File: src/hw/servo_input_pkg.sv
// Constants, register map and types for the servo input and gain block.
package servo_input_pkg;
   localparam int DATA_W = 32;
   localparam int ADDR_W = 8;
   localparam int N_GAINS = 7;
   localparam int SET_W = 4;
   localparam int BLEND_W = 9;
   // Register byte offsets.
   localparam logic [7:0] FAULT_CLEAR_MAP_OFS = 8'h00;
   localparam logic [7:0] REVERSE_STOP_MAP_OFS = 8'h04;
   localparam logic [7:0] FORWARD_STOP_MAP_OFS = 8'h08;
   localparam logic [7:0] INPUT_CFG_OFS = 8'h0C;
   localparam logic [7:0] STATUS_OFS = 8'h10;
   localparam logic [7:0] TRIGGER_SELECT_OFS = 8'h14;
   localparam logic [7:0] POSITION_THRESHOLD_OFS = 8'h18;
   localparam logic [7:0] SPEED_THRESHOLD_OFS = 8'h1C;
   localparam logic [7:0] TORQUE_THRESHOLD_OFS = 8'h60;
   localparam logic [7:0] RETURN_DELAY_OFS = 8'h64;
   localparam logic [7:0] MOVE_DELAY_OFS = 8'h68;
   localparam logic [2:0] GAIN_SET1_PAGE = 3'h1;
   localparam logic [2:0] GAIN_SET2_PAGE = 3'h2;
   // Input configuration fields.
   localparam int CFG_ENABLE_ASSIGNED_BIT = 0;
   localparam int CFG_GAIN_SELECT_ASSIGNED_BIT = 1;
   localparam int CFG_GAIN_SELECT_LSB = 4;
   // Status fields.
   localparam int STAT_ALARM_BIT = 0;
   localparam int STAT_ENABLE_BIT = 1;
   localparam int STAT_REVERSE_BIT = 2;
   localparam int STAT_FORWARD_BIT = 3;
   localparam int STAT_PRIMED_BIT = 4;
   localparam int STAT_STATE_LSB = 8;
   localparam int STAT_BLEND_LSB = 16;
   // Input logic settings.
   localparam logic [3:0] FC_FALLING_CLEARS = 4'h3;
   localparam logic [3:0] FC_RISING_CLEARS = 4'h4;
   localparam logic [3:0] FWD_ACTIVE_CLOSED = 4'h5;
   localparam logic [3:0] FWD_ACTIVE_OPEN = 4'h6;
   localparam logic [3:0] REV_ACTIVE_CLOSED = 4'h7;
   localparam logic [3:0] REV_ACTIVE_OPEN = 4'h8;
   localparam logic [3:0] GSEL_SECOND_CLOSED = 4'hB;
   localparam logic [3:0] GSEL_SECOND_OPEN = 4'hC;
   // Automatic switching triggers.
   localparam logic [3:0] TRIG_FIXED_FIRST = 4'h0;
   localparam logic [3:0] TRIG_POSITION = 4'h1;
   localparam logic [3:0] TRIG_SPEED = 4'h2;
   localparam logic [3:0] TRIG_TORQUE = 4'h3;
   localparam logic [3:0] TRIG_NOT_IN_POSITION = 4'h4;
   // Reset values.
   localparam logic [3:0] FAULT_CLEAR_MAP_RST = FC_FALLING_CLEARS;
   localparam logic [3:0] REVERSE_STOP_MAP_RST = REV_ACTIVE_CLOSED;
   localparam logic [3:0] FORWARD_STOP_MAP_RST = FWD_ACTIVE_CLOSED;
   localparam logic [3:0] TRIGGER_SELECT_RST = TRIG_FIXED_FIRST;
   localparam logic [31:0] POSITION_THRESHOLD_RST = 32'h0000_0000;
   localparam logic [31:0] SPEED_THRESHOLD_RST = 32'h0000_0000;
   localparam logic [31:0] TORQUE_THRESHOLD_RST = 32'h0000_000A;
   localparam logic [15:0] RETURN_DELAY_RST = 16'h000A;
   localparam logic [15:0] MOVE_DELAY_RST = 16'h000A;
   localparam logic ENABLE_ASSIGNED_RST = 1'b1;
   localparam logic GAIN_SELECT_ASSIGNED_RST = 1'b0;
   localparam logic [3:0] GAIN_SELECT_MAP_RST = GSEL_SECOND_CLOSED;
   typedef logic [15:0] gain_t;
   // Order: position gain, differential time, differential filter,
   // command speed gain, speed gain, speed integral time, torque filter.
   localparam gain_t GAIN_RST [N_GAINS] = '{16'h0034, 16'h0000, 16'h4E20,
      16'h2710, 16'h00B7, 16'h00BD, 16'h044B};
   // Timing.
   localparam int MS_IN_NS = 1000000;
   localparam int CLK_PERIOD_NS = 4;
   localparam int CYCLES_PER_MS = MS_IN_NS / CLK_PERIOD_NS;
   localparam logic [BLEND_W-1:0] BLEND_FULL = 9'h100;
   typedef enum logic [3:0] {
      ST_FIRST = 4'b0001,
      ST_TO_SECOND = 4'b0010,
      ST_SECOND = 4'b0100,
      ST_TO_FIRST = 4'b1000
   } gain_state_e;
endpackage

File: src/hw/servo_input_gain_select.sv
// Contact input conditioning, alarm clear, travel limits and gain blending.
// What this block does
// - Setting 3: open-to-closed edge clears alarm.
// - Steady level or wrong edge never clears.
// - Setting 4: closed-to-open edge clears alarm.
// - No enable pin: fault clear enables drive.
// - Reverse stop: 7 closed, 8 open; inhibit.
// - Forward stop: 5 closed, 6 open; inhibit.
// - Reverse on input one, forward input two.
// - Two independent seven-entry gain sets.
// - Gain defaults 52, 183, 189 ms.
// - Defaults 10000, 20000, 1099.
// - Trigger select resets to fixed first set.
// - Thresholds: counts, 0.025rps, 0.1% default 10.
// - Return delay in ms, default 10.
// - Move delay in ms, default 10.
// - Trigger: position, speed, torque, not in position.
// - Assigned select input overrides automatic switching.
// - Gains blend gradually over the delay.
//
// Our own choices: strobed register access and the register addresses.
`timescale 1ns/1ps
module servo_input_gain_select #(
   parameter int CYCLES_PER_MS = servo_input_pkg::CYCLES_PER_MS
) (
   input wire logic clk,
   input wire logic rst,
   input wire logic [servo_input_pkg::ADDR_W-1:0] reg_addr,
   input wire logic [servo_input_pkg::DATA_W-1:0] reg_wdata,
   input wire logic reg_write,
   input wire logic reg_read,
   output logic [servo_input_pkg::DATA_W-1:0] reg_rdata,
   input wire logic contact_input_one,
   input wire logic contact_input_two,
   input wire logic fault_clear_in,
   input wire logic servo_enable_in,
   input wire logic gain_select_in,
   input wire logic alarm_event,
   input wire logic signed [31:0] position_error,
   input wire logic signed [15:0] actual_speed,
   input wire logic signed [15:0] actual_torque,
   input wire logic in_position,
   output logic alarm_active,
   output logic drive_enable,
   output logic reverse_stop_in,
   output logic forward_stop_in,
   output logic [servo_input_pkg::BLEND_W-1:0] gain_blend,
   output servo_input_pkg::gain_t gain_out [servo_input_pkg::N_GAINS]
);
   import servo_input_pkg::*;

   function automatic logic [31:0] magnitude(input logic signed [31:0] v);
      magnitude = v[31] ? 32'(-v) : 32'(v);
   endfunction

   function automatic gain_t blend_gain(input gain_t a, input gain_t b,
                                        input logic [BLEND_W-1:0] f);
      logic signed [26:0] prod;
      prod = 27'(($signed({1'b0, b}) - $signed({1'b0, a}))
             * $signed({1'b0, f}));
      blend_gain = 16'($signed({1'b0, a}) + (prod >>> 8));
   endfunction

   // Bit order: gain select, enable, fault clear, input two, input one.
   localparam int N_IN = 5;
   logic [N_IN-1:0] pins;
   logic [N_IN-1:0] sync1_q, sync2_q, prev_q;
   logic [1:0] prime_q;
   logic primed;
   assign pins = {gain_select_in, servo_enable_in, fault_clear_in,
                  contact_input_two, contact_input_one};

   always_ff @(posedge clk) begin
      if (rst) begin
         sync1_q <= '1;
         sync2_q <= '1;
         prev_q <= '1;
      end else begin
         sync1_q <= pins;
         sync2_q <= sync1_q;
         prev_q <= sync2_q;
      end
   end

   // Edges are only believed once the pipeline holds real samples.
   always_ff @(posedge clk) begin
      if (rst)
         prime_q <= 2'h0;
      else if (prime_q != 2'h3)
         prime_q <= prime_q + 2'h1;
   end
   assign primed = (prime_q == 2'h3);

   logic [3:0] fault_clear_map_q, reverse_stop_map_q, forward_stop_map_q;
   logic [3:0] trigger_select_q, gain_select_map_q;
   logic enable_assigned_q, gain_select_assigned_q;
   logic [31:0] position_threshold_q, speed_threshold_q, torque_threshold_q;
   logic [15:0] return_delay_q, move_delay_q;
   gain_t gain_q [2][N_GAINS];
   logic gain_wr;
   assign gain_wr = reg_write && reg_addr[4:2] != 3'h7
      && (reg_addr[7:5] == GAIN_SET1_PAGE || reg_addr[7:5] == GAIN_SET2_PAGE);

   always_ff @(posedge clk) begin
      if (rst) begin
         fault_clear_map_q <= FAULT_CLEAR_MAP_RST;
         reverse_stop_map_q <= REVERSE_STOP_MAP_RST;
         forward_stop_map_q <= FORWARD_STOP_MAP_RST;
         trigger_select_q <= TRIGGER_SELECT_RST;
         gain_select_map_q <= GAIN_SELECT_MAP_RST;
         enable_assigned_q <= ENABLE_ASSIGNED_RST;
         gain_select_assigned_q <= GAIN_SELECT_ASSIGNED_RST;
         position_threshold_q <= POSITION_THRESHOLD_RST;
         speed_threshold_q <= SPEED_THRESHOLD_RST;
         torque_threshold_q <= TORQUE_THRESHOLD_RST;
         return_delay_q <= RETURN_DELAY_RST;
         move_delay_q <= MOVE_DELAY_RST;
      end else if (reg_write) begin
         unique case (reg_addr)
            FAULT_CLEAR_MAP_OFS: fault_clear_map_q <= reg_wdata[3:0];
            REVERSE_STOP_MAP_OFS: reverse_stop_map_q <= reg_wdata[3:0];
            FORWARD_STOP_MAP_OFS: forward_stop_map_q <= reg_wdata[3:0];
            INPUT_CFG_OFS: begin
               enable_assigned_q <= reg_wdata[CFG_ENABLE_ASSIGNED_BIT];
               gain_select_assigned_q <=
                  reg_wdata[CFG_GAIN_SELECT_ASSIGNED_BIT];
               gain_select_map_q <=
                  reg_wdata[CFG_GAIN_SELECT_LSB +: SET_W];
            end
            TRIGGER_SELECT_OFS: trigger_select_q <= reg_wdata[3:0];
            POSITION_THRESHOLD_OFS: position_threshold_q <= reg_wdata;
            SPEED_THRESHOLD_OFS: speed_threshold_q <= reg_wdata;
            TORQUE_THRESHOLD_OFS: torque_threshold_q <= reg_wdata;
            RETURN_DELAY_OFS: return_delay_q <= reg_wdata[15:0];
            MOVE_DELAY_OFS: move_delay_q <= reg_wdata[15:0];
            default: ;
         endcase
      end
   end

   // Each set is written on its own page; both reset to one default table.
   always_ff @(posedge clk) begin
      if (rst) begin
         for (int s = 0; s < 2; s++)
            for (int k = 0; k < N_GAINS; k++)
               gain_q[s][k] <= GAIN_RST[k];
      end else if (gain_wr) begin
         gain_q[reg_addr[6]][reg_addr[4:2]] <= reg_wdata[15:0];
      end
   end

   // Low pin level means closed, high means open.
   logic fc_now, fc_prev, clear_edge;
   assign fc_now = sync2_q[2];
   assign fc_prev = prev_q[2];
   always_comb begin
      clear_edge = 1'b0;
      if (primed) begin
         if (fault_clear_map_q == FC_FALLING_CLEARS)
            clear_edge = fc_prev && !fc_now;
         else if (fault_clear_map_q == FC_RISING_CLEARS)
            clear_edge = !fc_prev && fc_now;
      end
   end

   // A new fault in the clearing cycle keeps the alarm standing.
   always_ff @(posedge clk) begin
      if (rst)
         alarm_active <= 1'b0;
      else if (alarm_event)
         alarm_active <= 1'b1;
      else if (clear_edge)
         alarm_active <= 1'b0;
   end

   // Without an enable pin the fault clear input held at its post-edge
   // level enables the drive.
   logic fc_enable_level;
   assign fc_enable_level = (fault_clear_map_q == FC_RISING_CLEARS)
      ? fc_now : !fc_now;
   always_ff @(posedge clk) begin
      if (rst)
         drive_enable <= 1'b0;
      else if (enable_assigned_q)
         drive_enable <= !sync2_q[3] && !alarm_active;
      else
         drive_enable <= fc_enable_level && !alarm_active;
   end

   always_ff @(posedge clk) begin
      if (rst) begin
         reverse_stop_in <= 1'b0;
         forward_stop_in <= 1'b0;
      end else begin
         reverse_stop_in <=
            (reverse_stop_map_q == REV_ACTIVE_CLOSED && !sync2_q[0]) ||
            (reverse_stop_map_q == REV_ACTIVE_OPEN && sync2_q[0]);
         forward_stop_in <=
            (forward_stop_map_q == FWD_ACTIVE_CLOSED && !sync2_q[1]) ||
            (forward_stop_map_q == FWD_ACTIVE_OPEN && sync2_q[1]);
      end
   end

   logic want_second;
   always_comb begin
      want_second = 1'b0;
      if (gain_select_assigned_q) begin
         want_second = (gain_select_map_q == GSEL_SECOND_OPEN)
            ? sync2_q[4] : !sync2_q[4];
      end else begin
         unique case (trigger_select_q)
            TRIG_POSITION: want_second =
               magnitude(position_error) >= position_threshold_q;
            TRIG_SPEED: want_second =
               magnitude(32'(actual_speed)) >= speed_threshold_q;
            TRIG_TORQUE: want_second =
               magnitude(32'(actual_torque)) >= torque_threshold_q;
            TRIG_NOT_IN_POSITION: want_second = !in_position;
            default: want_second = 1'b0;
         endcase
      end
   end

   // The blend steps by one 1/256 each time the accumulator passes span,
   // so 256 steps take the programmed delay.
   gain_state_e state_q;
   logic [47:0] acc_q, acc_step, span_up, span_dn;
   assign span_up = 48'(move_delay_q) * 48'(CYCLES_PER_MS);
   assign span_dn = 48'(return_delay_q) * 48'(CYCLES_PER_MS);
   assign acc_step = acc_q + 48'h100;

   always_ff @(posedge clk) begin
      if (rst) begin
         state_q <= ST_FIRST;
         gain_blend <= '0;
         acc_q <= '0;
      end else begin
         unique case (state_q)
            ST_FIRST: if (want_second) begin
               state_q <= ST_TO_SECOND;
               acc_q <= '0;
            end
            ST_SECOND: if (!want_second) begin
               state_q <= ST_TO_FIRST;
               acc_q <= '0;
            end
            ST_TO_SECOND: begin
               if (!want_second) begin
                  state_q <= ST_TO_FIRST;
                  acc_q <= '0;
               end else if (span_up == '0 || gain_blend == BLEND_FULL) begin
                  gain_blend <= BLEND_FULL;
                  state_q <= ST_SECOND;
               end else if (acc_step >= span_up) begin
                  gain_blend <= gain_blend + 9'h001;
                  acc_q <= acc_step - span_up;
               end else begin
                  acc_q <= acc_step;
               end
            end
            ST_TO_FIRST: begin
               if (want_second) begin
                  state_q <= ST_TO_SECOND;
                  acc_q <= '0;
               end else if (span_dn == '0 || gain_blend == '0) begin
                  gain_blend <= '0;
                  state_q <= ST_FIRST;
               end else if (acc_step >= span_dn) begin
                  gain_blend <= gain_blend - 9'h001;
                  acc_q <= acc_step - span_dn;
               end else begin
                  acc_q <= acc_step;
               end
            end
         endcase
      end
   end

   always_ff @(posedge clk) begin
      if (rst) begin
         for (int k = 0; k < N_GAINS; k++)
            gain_out[k] <= GAIN_RST[k];
      end else begin
         for (int k = 0; k < N_GAINS; k++)
            gain_out[k] <= blend_gain(gain_q[0][k], gain_q[1][k],
                                      gain_blend);
      end
   end

   logic [DATA_W-1:0] rd_mux;
   always_comb begin
      rd_mux = '0;
      if (reg_addr[7:5] == GAIN_SET1_PAGE || reg_addr[7:5] == GAIN_SET2_PAGE)
      begin
         if (reg_addr[4:2] != 3'h7)
            rd_mux = 32'(gain_q[reg_addr[6]][reg_addr[4:2]]);
      end else begin
         unique case (reg_addr)
            FAULT_CLEAR_MAP_OFS: rd_mux = 32'(fault_clear_map_q);
            REVERSE_STOP_MAP_OFS: rd_mux = 32'(reverse_stop_map_q);
            FORWARD_STOP_MAP_OFS: rd_mux = 32'(forward_stop_map_q);
            INPUT_CFG_OFS: begin
               rd_mux[CFG_ENABLE_ASSIGNED_BIT] = enable_assigned_q;
               rd_mux[CFG_GAIN_SELECT_ASSIGNED_BIT] = gain_select_assigned_q;
               rd_mux[CFG_GAIN_SELECT_LSB +: SET_W] = gain_select_map_q;
            end
            STATUS_OFS: begin
               rd_mux[STAT_ALARM_BIT] = alarm_active;
               rd_mux[STAT_ENABLE_BIT] = drive_enable;
               rd_mux[STAT_REVERSE_BIT] = reverse_stop_in;
               rd_mux[STAT_FORWARD_BIT] = forward_stop_in;
               rd_mux[STAT_PRIMED_BIT] = primed;
               rd_mux[STAT_STATE_LSB +: 4] = state_q;
               rd_mux[STAT_BLEND_LSB +: BLEND_W] = gain_blend;
            end
            TRIGGER_SELECT_OFS: rd_mux = 32'(trigger_select_q);
            POSITION_THRESHOLD_OFS: rd_mux = position_threshold_q;
            SPEED_THRESHOLD_OFS: rd_mux = speed_threshold_q;
            TORQUE_THRESHOLD_OFS: rd_mux = torque_threshold_q;
            RETURN_DELAY_OFS: rd_mux = 32'(return_delay_q);
            MOVE_DELAY_OFS: rd_mux = 32'(move_delay_q);
            default: rd_mux = '0;
         endcase
      end
   end

   always_ff @(posedge clk) begin
      if (rst)
         reg_rdata <= '0;
      else
         reg_rdata <= reg_read ? rd_mux : '0;
   end
endmodule // servo_input_gain_select

File: config.mk
export PLATFORM = sky130hd
export DESIGN_NAME = servo_input_gain_select
export DESIGN_NICKNAME = d
export VERILOG_FILES = /design/src/hw/servo_input_pkg.sv /design/src/hw/servo_input_gain_select.sv
export SDC_FILE = /design/constraint.sdc
export NUM_CORES = 2
export LEC_CHECK = 0
export BUFFER_PORTS_ARGS = -buffer_cell sky130_fd_sc_hd__buf_2
export CORE_ASPECT_RATIO = 0.7
export CORE_MARGIN = 2
export CORE_UTILIZATION = 35
export DETAILED_ROUTE_END_ITERATION = 12
export GPL_ROUTABILITY_DRIVEN = 0
export PLACE_DENSITY = 0.61
export RECOVER_POWER = 25
export REMOVE_ABC_BUFFERS = 1
export SYNTH_ARGS = -nofsm -noshare
export SYNTH_HDL_FRONTEND = slang
export SYNTH_SLANG_ARGS = --single-unit
File: constraint.sdc
create_clock -name clk -period 19.2 [get_ports clk]
set_input_delay 0 -clock clk [delete_from_list [all_inputs] [get_ports clk]]
set_output_delay 0 -clock clk [all_outputs]
set_load 0.1 [all_outputs]
# --- Word level (Yosys, flattened, before mapping) ---
# Memories as Yosys holds them, arrays and structs flattened.
# Cells that the tools add are included.
classes:
  addsub: 23
  multipliers: 9
  order_cmp: 7
  eq_ne: 41
  n_mux: 59
  n_bitwise: 2
  n_reduce_logical: 45
ops:
  columns: ["operator", "count"]
  rows:
  - ["48-bit 2-to-1 mux", 8]
  - ["112-bit 2-to-1 mux", 3]
  - ["48-bit one-hot mux with 4 select lines", 1]
  - ["17-bit by 10-bit multiplier with 24-bit output", 7]
  - ["32-bit 2-to-1 mux", 4]
  - ["16-bit by 16-bit subtractor with 17-bit output", 7]
  - ["16-bit adder", 7]
  - ["112-bit OR reduction", 1]
  - ["32-bit >= comparator", 3]
  - ["48-bit by 34-bit >= comparator with 1-bit output", 2]
  - ["48-bit zero test", 2]
  - ["48-bit by 34-bit subtractor with 48-bit output", 2]
  - ["16-bit 2-to-1 mux", 4]
  - ["16-bit negation with 32-bit output", 2]
  - ["16-bit by 14-bit multiplier with 30-bit output (second input constant)", 2]
  - ["9-bit 2-to-1 mux", 6]
  - ["48-bit by 9-bit adder with 48-bit output (second input constant)", 1]
  - ["16-bit binary-select mux with 3-bit select", 1]
  - ["16-bit demux with 3-bit select", 1]
  - ["9-bit one-hot mux with 4 select lines", 1]
  - ["8-bit by 5-bit equality test with 1-bit output (second input constant)", 4]
  - ["32-bit negation", 1]
  - ["4-bit by 3-bit equality test with 1-bit output (second input constant)", 6]
  - ["8-bit by 7-bit equality test with 1-bit output (second input constant)", 3]
  - ["40 further kinds", 107]
word_totals:
  reg_bits: 374
  ramBits: 224
  input_bits: 115
  elab_cells: 218
  n_memories: 1
mem_list:
  columns: ["memory", "depth", "width", "read_ports", "rd_clocked_by_memory_dff", "write_ports", "line", "text"]
  rows:
  - ["gain_q", 2, 112, 3, 0, 2, "servo_input_gain_select.sv:99", "gain_t gain_q [2][N_GAINS];"]

# --- Depth between registers and ports, before layout ---
logic_depth:
  word_depth: 8
  ltp_mapped: 42
  depth_no_buf: 42

# --- Worst setup path before layout ---
# OpenSTA, ideal clock, no wires.
synth_timing:
  kind: "reg-to-reg"
  from: "memory gain_q[0][96] (netlist name)"
  to: "register gain_out[111] (netlist name)"
  setup_ps: 128
  arrival_time_ps: 8978
  required_time_ps: 19072
  slack_ps: 10095
  stages_incl_launch_ff: 40
  path_buffers: 0
  synth_period_minus_slack_ps: 9105
  cell_sequence: "edfxtp_1 > ha_1 > fa_1 > nor2b_1 > o21ai_0 > a21boi_0 > o21ai_0 > a21boi_0 > o21ai_0 > a21boi_0 > o21ai_0 > a21oi_1 > and2_1 > o21ai_0 > a221oi_1 > nand2_1 > fa_1 > inv_1 > (+4 left out) > fa_1 > inv_1 > ha_1 > and3_1 > a31o_2 > o211a_1 > o21a_1 > o21a_1 > o21a_1 > nor2_1 > ha_1 > nand3_1 > o2111ai_1 > a21oi_1 > xnor2_1 > xnor3_1 > xnor2_1 > nor2_1"
synth_lines:
  columns: ["item", "line", "text"]
  rows:
  - ["from (decl)", "servo_input_gain_select.sv:99", null]
  - ["to (signal, indexed assignment)", "servo_input_gain_select.sv:282", "gain_out[k] <= GAIN_RST[k];"]
  - ["to (signal, indexed assignment)", "servo_input_gain_select.sv:285", "gain_out[k] <= blend_gain(gain_q[0][k], gain_q[1][k],"]
  - ["to (decl)", "servo_input_gain_select.sv:48", "output servo_input_pkg::gain_t gain_out [servo_input_pkg::N_GAINS]"]

==> results.yml <==
drt:
  wl_met1_um: 122000
  wire_per_inst_um: 21.2
  wl_um: 271000
  dr.first_iter.drc_count: 7359
  antenna_left: 0
  vias_per_cell: 5.34
  met2_length_um: 113000
  route.detailed.drc: 0
  via_count: 68298
  top_layer: "met5"
  drt_pass1_iterations: 8
  wl_met3_um: 29000
run:
  drv_cap: 7
synthesis:
  synth_edf_count: 224
  synth_common_cells: "inv_1, nand2_1, fa_1"
  synth_top_flop_cell: "dfxtp_1"
  yosysUniqueCellTypes: 116
  synth.most_common_cell: "inv_1"
  yosys_warnings: 0
  async_reset_ff_share_pct: 0
  synth_area_um2: 82600
  synth_largest_area_cell: "fa_1"
  yosysSeqAreaShare_pct: 17.1
  postSynthAreaPerCell_um2: 8.81
  synth_top_area_share_pct: 22.7
  synth-seq-cells: 592
  synth_area_leaders: "fa_1, ha_1, dfxtp_1"
  netlist_instances: 9376
power:
  combPwrFrac_pct: 25.1
  p_seq_share_pct: 37.3
  clkPwrFrac_pct: 37.6
  power.density_nw_per_um2: 42.0
  power.internal_uw: 2380
  swShare_pct: 37.3
  total_power_uw: 3790
  peakVddDrop_mv: 0.0680
  power.switching_uw: 1410
  leakagePower_uw: 0.0429
global_routing:
  grt_pass1_wl_um: 414000
  grt_pass1_vias: 67810
  grt_max_degree: 88
  grt_use_total_pct: 22.4
  grt_overflow: 0
  antenna_found_initial: 23
worst_hold_path:
  hp-start: "gain_select_in"
  hp-class: "primary input to flop"
floorplan:
  dieArea_um2: 240000
  initial_core_util_pct: 35.2
  io_pins: 272
  die_w_um: 585
  coreArea_um2: 235000
  die_height_um: 411
  num_rows: 149
sta:
  tightestPinTransition_ns: 4.88
  slew_viol_final: 220
  finClkSkew_ns: 0.0771
  setup_viol: 0
  finalCritPeriodShare_pct: 57.7
  max_slew_margin_pct: -225
  rsz0062_at_grt: "false"
  finalCriticalPeriod_ns: 11.07
  max_freq_ghz: 0.0903
  tns_ns: 0
  hold_viol: 0
  setup_ws_ns: 8.13
run_status:
  violations: "max-capacitance violations, max-slew violations"
  outcome: "finished with violations"
critical_path:
  path_common_cell: "fa_1"
  crit_type: "flop to flop"
  max_stage_delay_ns: 0.78
  required_ns: 19.58
  critical_path_arrival_ns: 11.45
  cp-end-kind: "flop"
  cp-start-kind: "flop"
  crit_start: "gain_q[0][48]$_SDFFCE_PN0P_"
  critPathMaxFanout: 9
  cp_slowest_cell: "xnor2_1"
  worstReg2RegStart: "gain_q[0][48]$_SDFFCE_PN0P_"
layout:
  area_delta_synth_final_pct: 9.21
  drive_gt1_share_pct: 5.15
  fin_nets: 11543
  stdcell_count: 12801
clock_tree:
  cts_max_level: 3
  clock_latency_ns: 0.72
  post_cts_buffers: 0
  cts_sinks: 592
  clk_pin_slew_worst_paths_ns: 0.06
  clockBufferDepth: 3
  root_buffer: "clkbuf_16"
  cts-buffers-inserted: 70
  cts_tree: "yes"
placement:
  place_hpwl_um: 215000
  dp_cells: 12615
  port_buffers: 271
  dp_slack_ns: 8.36
==> cell usage in the layout (no fill, tap or decap), drive strengths merged, types with 35 or more instances in the layout <==
cell / synthesis / final
or3: 62 / 62
a22oi: 61 / 61
nor2b: 142 / 142
buf: 44 / 204
a21oi: 452 / 452
a211oi: 49 / 49
mux4: 41 / 41
clkbuf: 277 / 240
fa: 938 / 938
dlygate4sd3: 0 / 50
or2: 52 / 52
nand2b: 130 / 130
o211ai: 38 / 38
xor2: 123 / 123
o21ai: 233 / 233
ha: 924 / 924
nand4: 39 / 39
o31ai: 35 / 35
and2: 669 / 669
inv: 1466 / 1473
a21o: 131 / 131
o21a: 58 / 58
nand2: 955 / 955
xnor2: 405 / 405
nand3: 120 / 120
edfxtp: 224 / 224
nor3: 128 / 128
and3: 80 / 80
nor2: 513 / 513
mux2i: 41 / 41
dfxtp: 368 / 368
o21bai: 69 / 69
==> per-layer routing <==
metal | up-vias | global-route usage, %
li1 | 31208 | -
met1 | 33590 | 32.4
met2 | 3117 | 33.0
met3 | 379 | 5.84
met4 | 4 | 5.79
met5 | - | 0
==> per-stage QoR <==
step	hold WS (ns)	utilization (%)	instance area (um^2)
floorplan	0.0679	-	81500
global placement	0.181	37.3	87600
detailed placement	0.187	37.3	87600
CTS	0.00296	38.5	90500
global route	0.0775	38.4	90200
finish	0.0623	38.4	90300
==> power by group through the flow <==
stage,combinational (uW),sequential [uW],clock [uW]
2_1_floorplan,464,1520,0
3_5_place_dp,922,1440,0
6_report,950,1410,1430
5_1_grt,1010,1420,1500
4_1_cts,935,1410,1450
3_3_place_gp,907,1440,0
==> cell type report <==
cell class	count	area, um^2
Fill cell	23567	145000
Multi-Input combinational cell	7026	62000
Sequential cell	592	14100
Inverter	1468	5510
Tap cell	3171	3970
Timing Repair Buffer	408	2310
Clock buffer	86	1850
Clock inverter	42	512
Antenna cell	8	20.0
==> final timing paths <==
check / end / slack (ns) / cells after the start
hold / removal: sync1_q[4]$_SDFF_PP1_ / 0.06 / 3
hold reg to reg: sync2_q[0]$_SDFF_PP1_ / 0.41 / 1
setup / recovery: gain_out[63]$_SDFF_PP0_ / 8.13 / 38
setup reg to reg: gain_out[63]$_SDFF_PP0_ / 8.13 / 38
==> sequential cells by signal (all words and copies together), names as in the netlist, 2 cells and up <==
name                  cells
acc_q                    44
return_delay_q           16
prime_q                   2
gain_q                  224
torque_threshold_q       32
sync1_q                   5
position_threshold_q     32
move_delay_q             16
sync2_q                   5
gain_out                112
state_q                   4
speed_threshold_q        32
trigger_select_q          4
forward_stop_map_q        4
reg_rdata                32
gain_select_map_q         4
gain_blend                9
reverse_stop_map_q        4
fault_clear_map_q         4
==> kinds of logic after synthesis <==
logic type               count (synthesis)  share of synthesized area (%)
XOR/XNOR                               536                           5.82
AND/OR/NAND/NOR                       2986                           18.0
multiplexers                            95                           1.79
other                                    1                        0.00454
flip-flops                             592                           17.1
buffers and inverters                 1789                           8.19
adder cells (fa/ha/maj)               1879                           36.9
AO/OA/AOI/OAI                         1498                           12.2
==> worst max-delay path, delay by kind of cell (launching register included) <==
family                   cells  cell delay, ns
adder cells (fa/ha/maj)      9            3.90
AO/OA/AOI/OAI               14            3.30
XOR/XNOR                     5            1.80
AND/OR/NAND/NOR              7            1.10
flip-flops                   1            0.52
buffers and inverters        3            0.15
==> what timing repair did <==
item                                   CTS  global route
resized for setup                        0             0
hold buffers                            50             0
endpoints found under the hold margin  270             0
(Power assumes the default switching activity.)
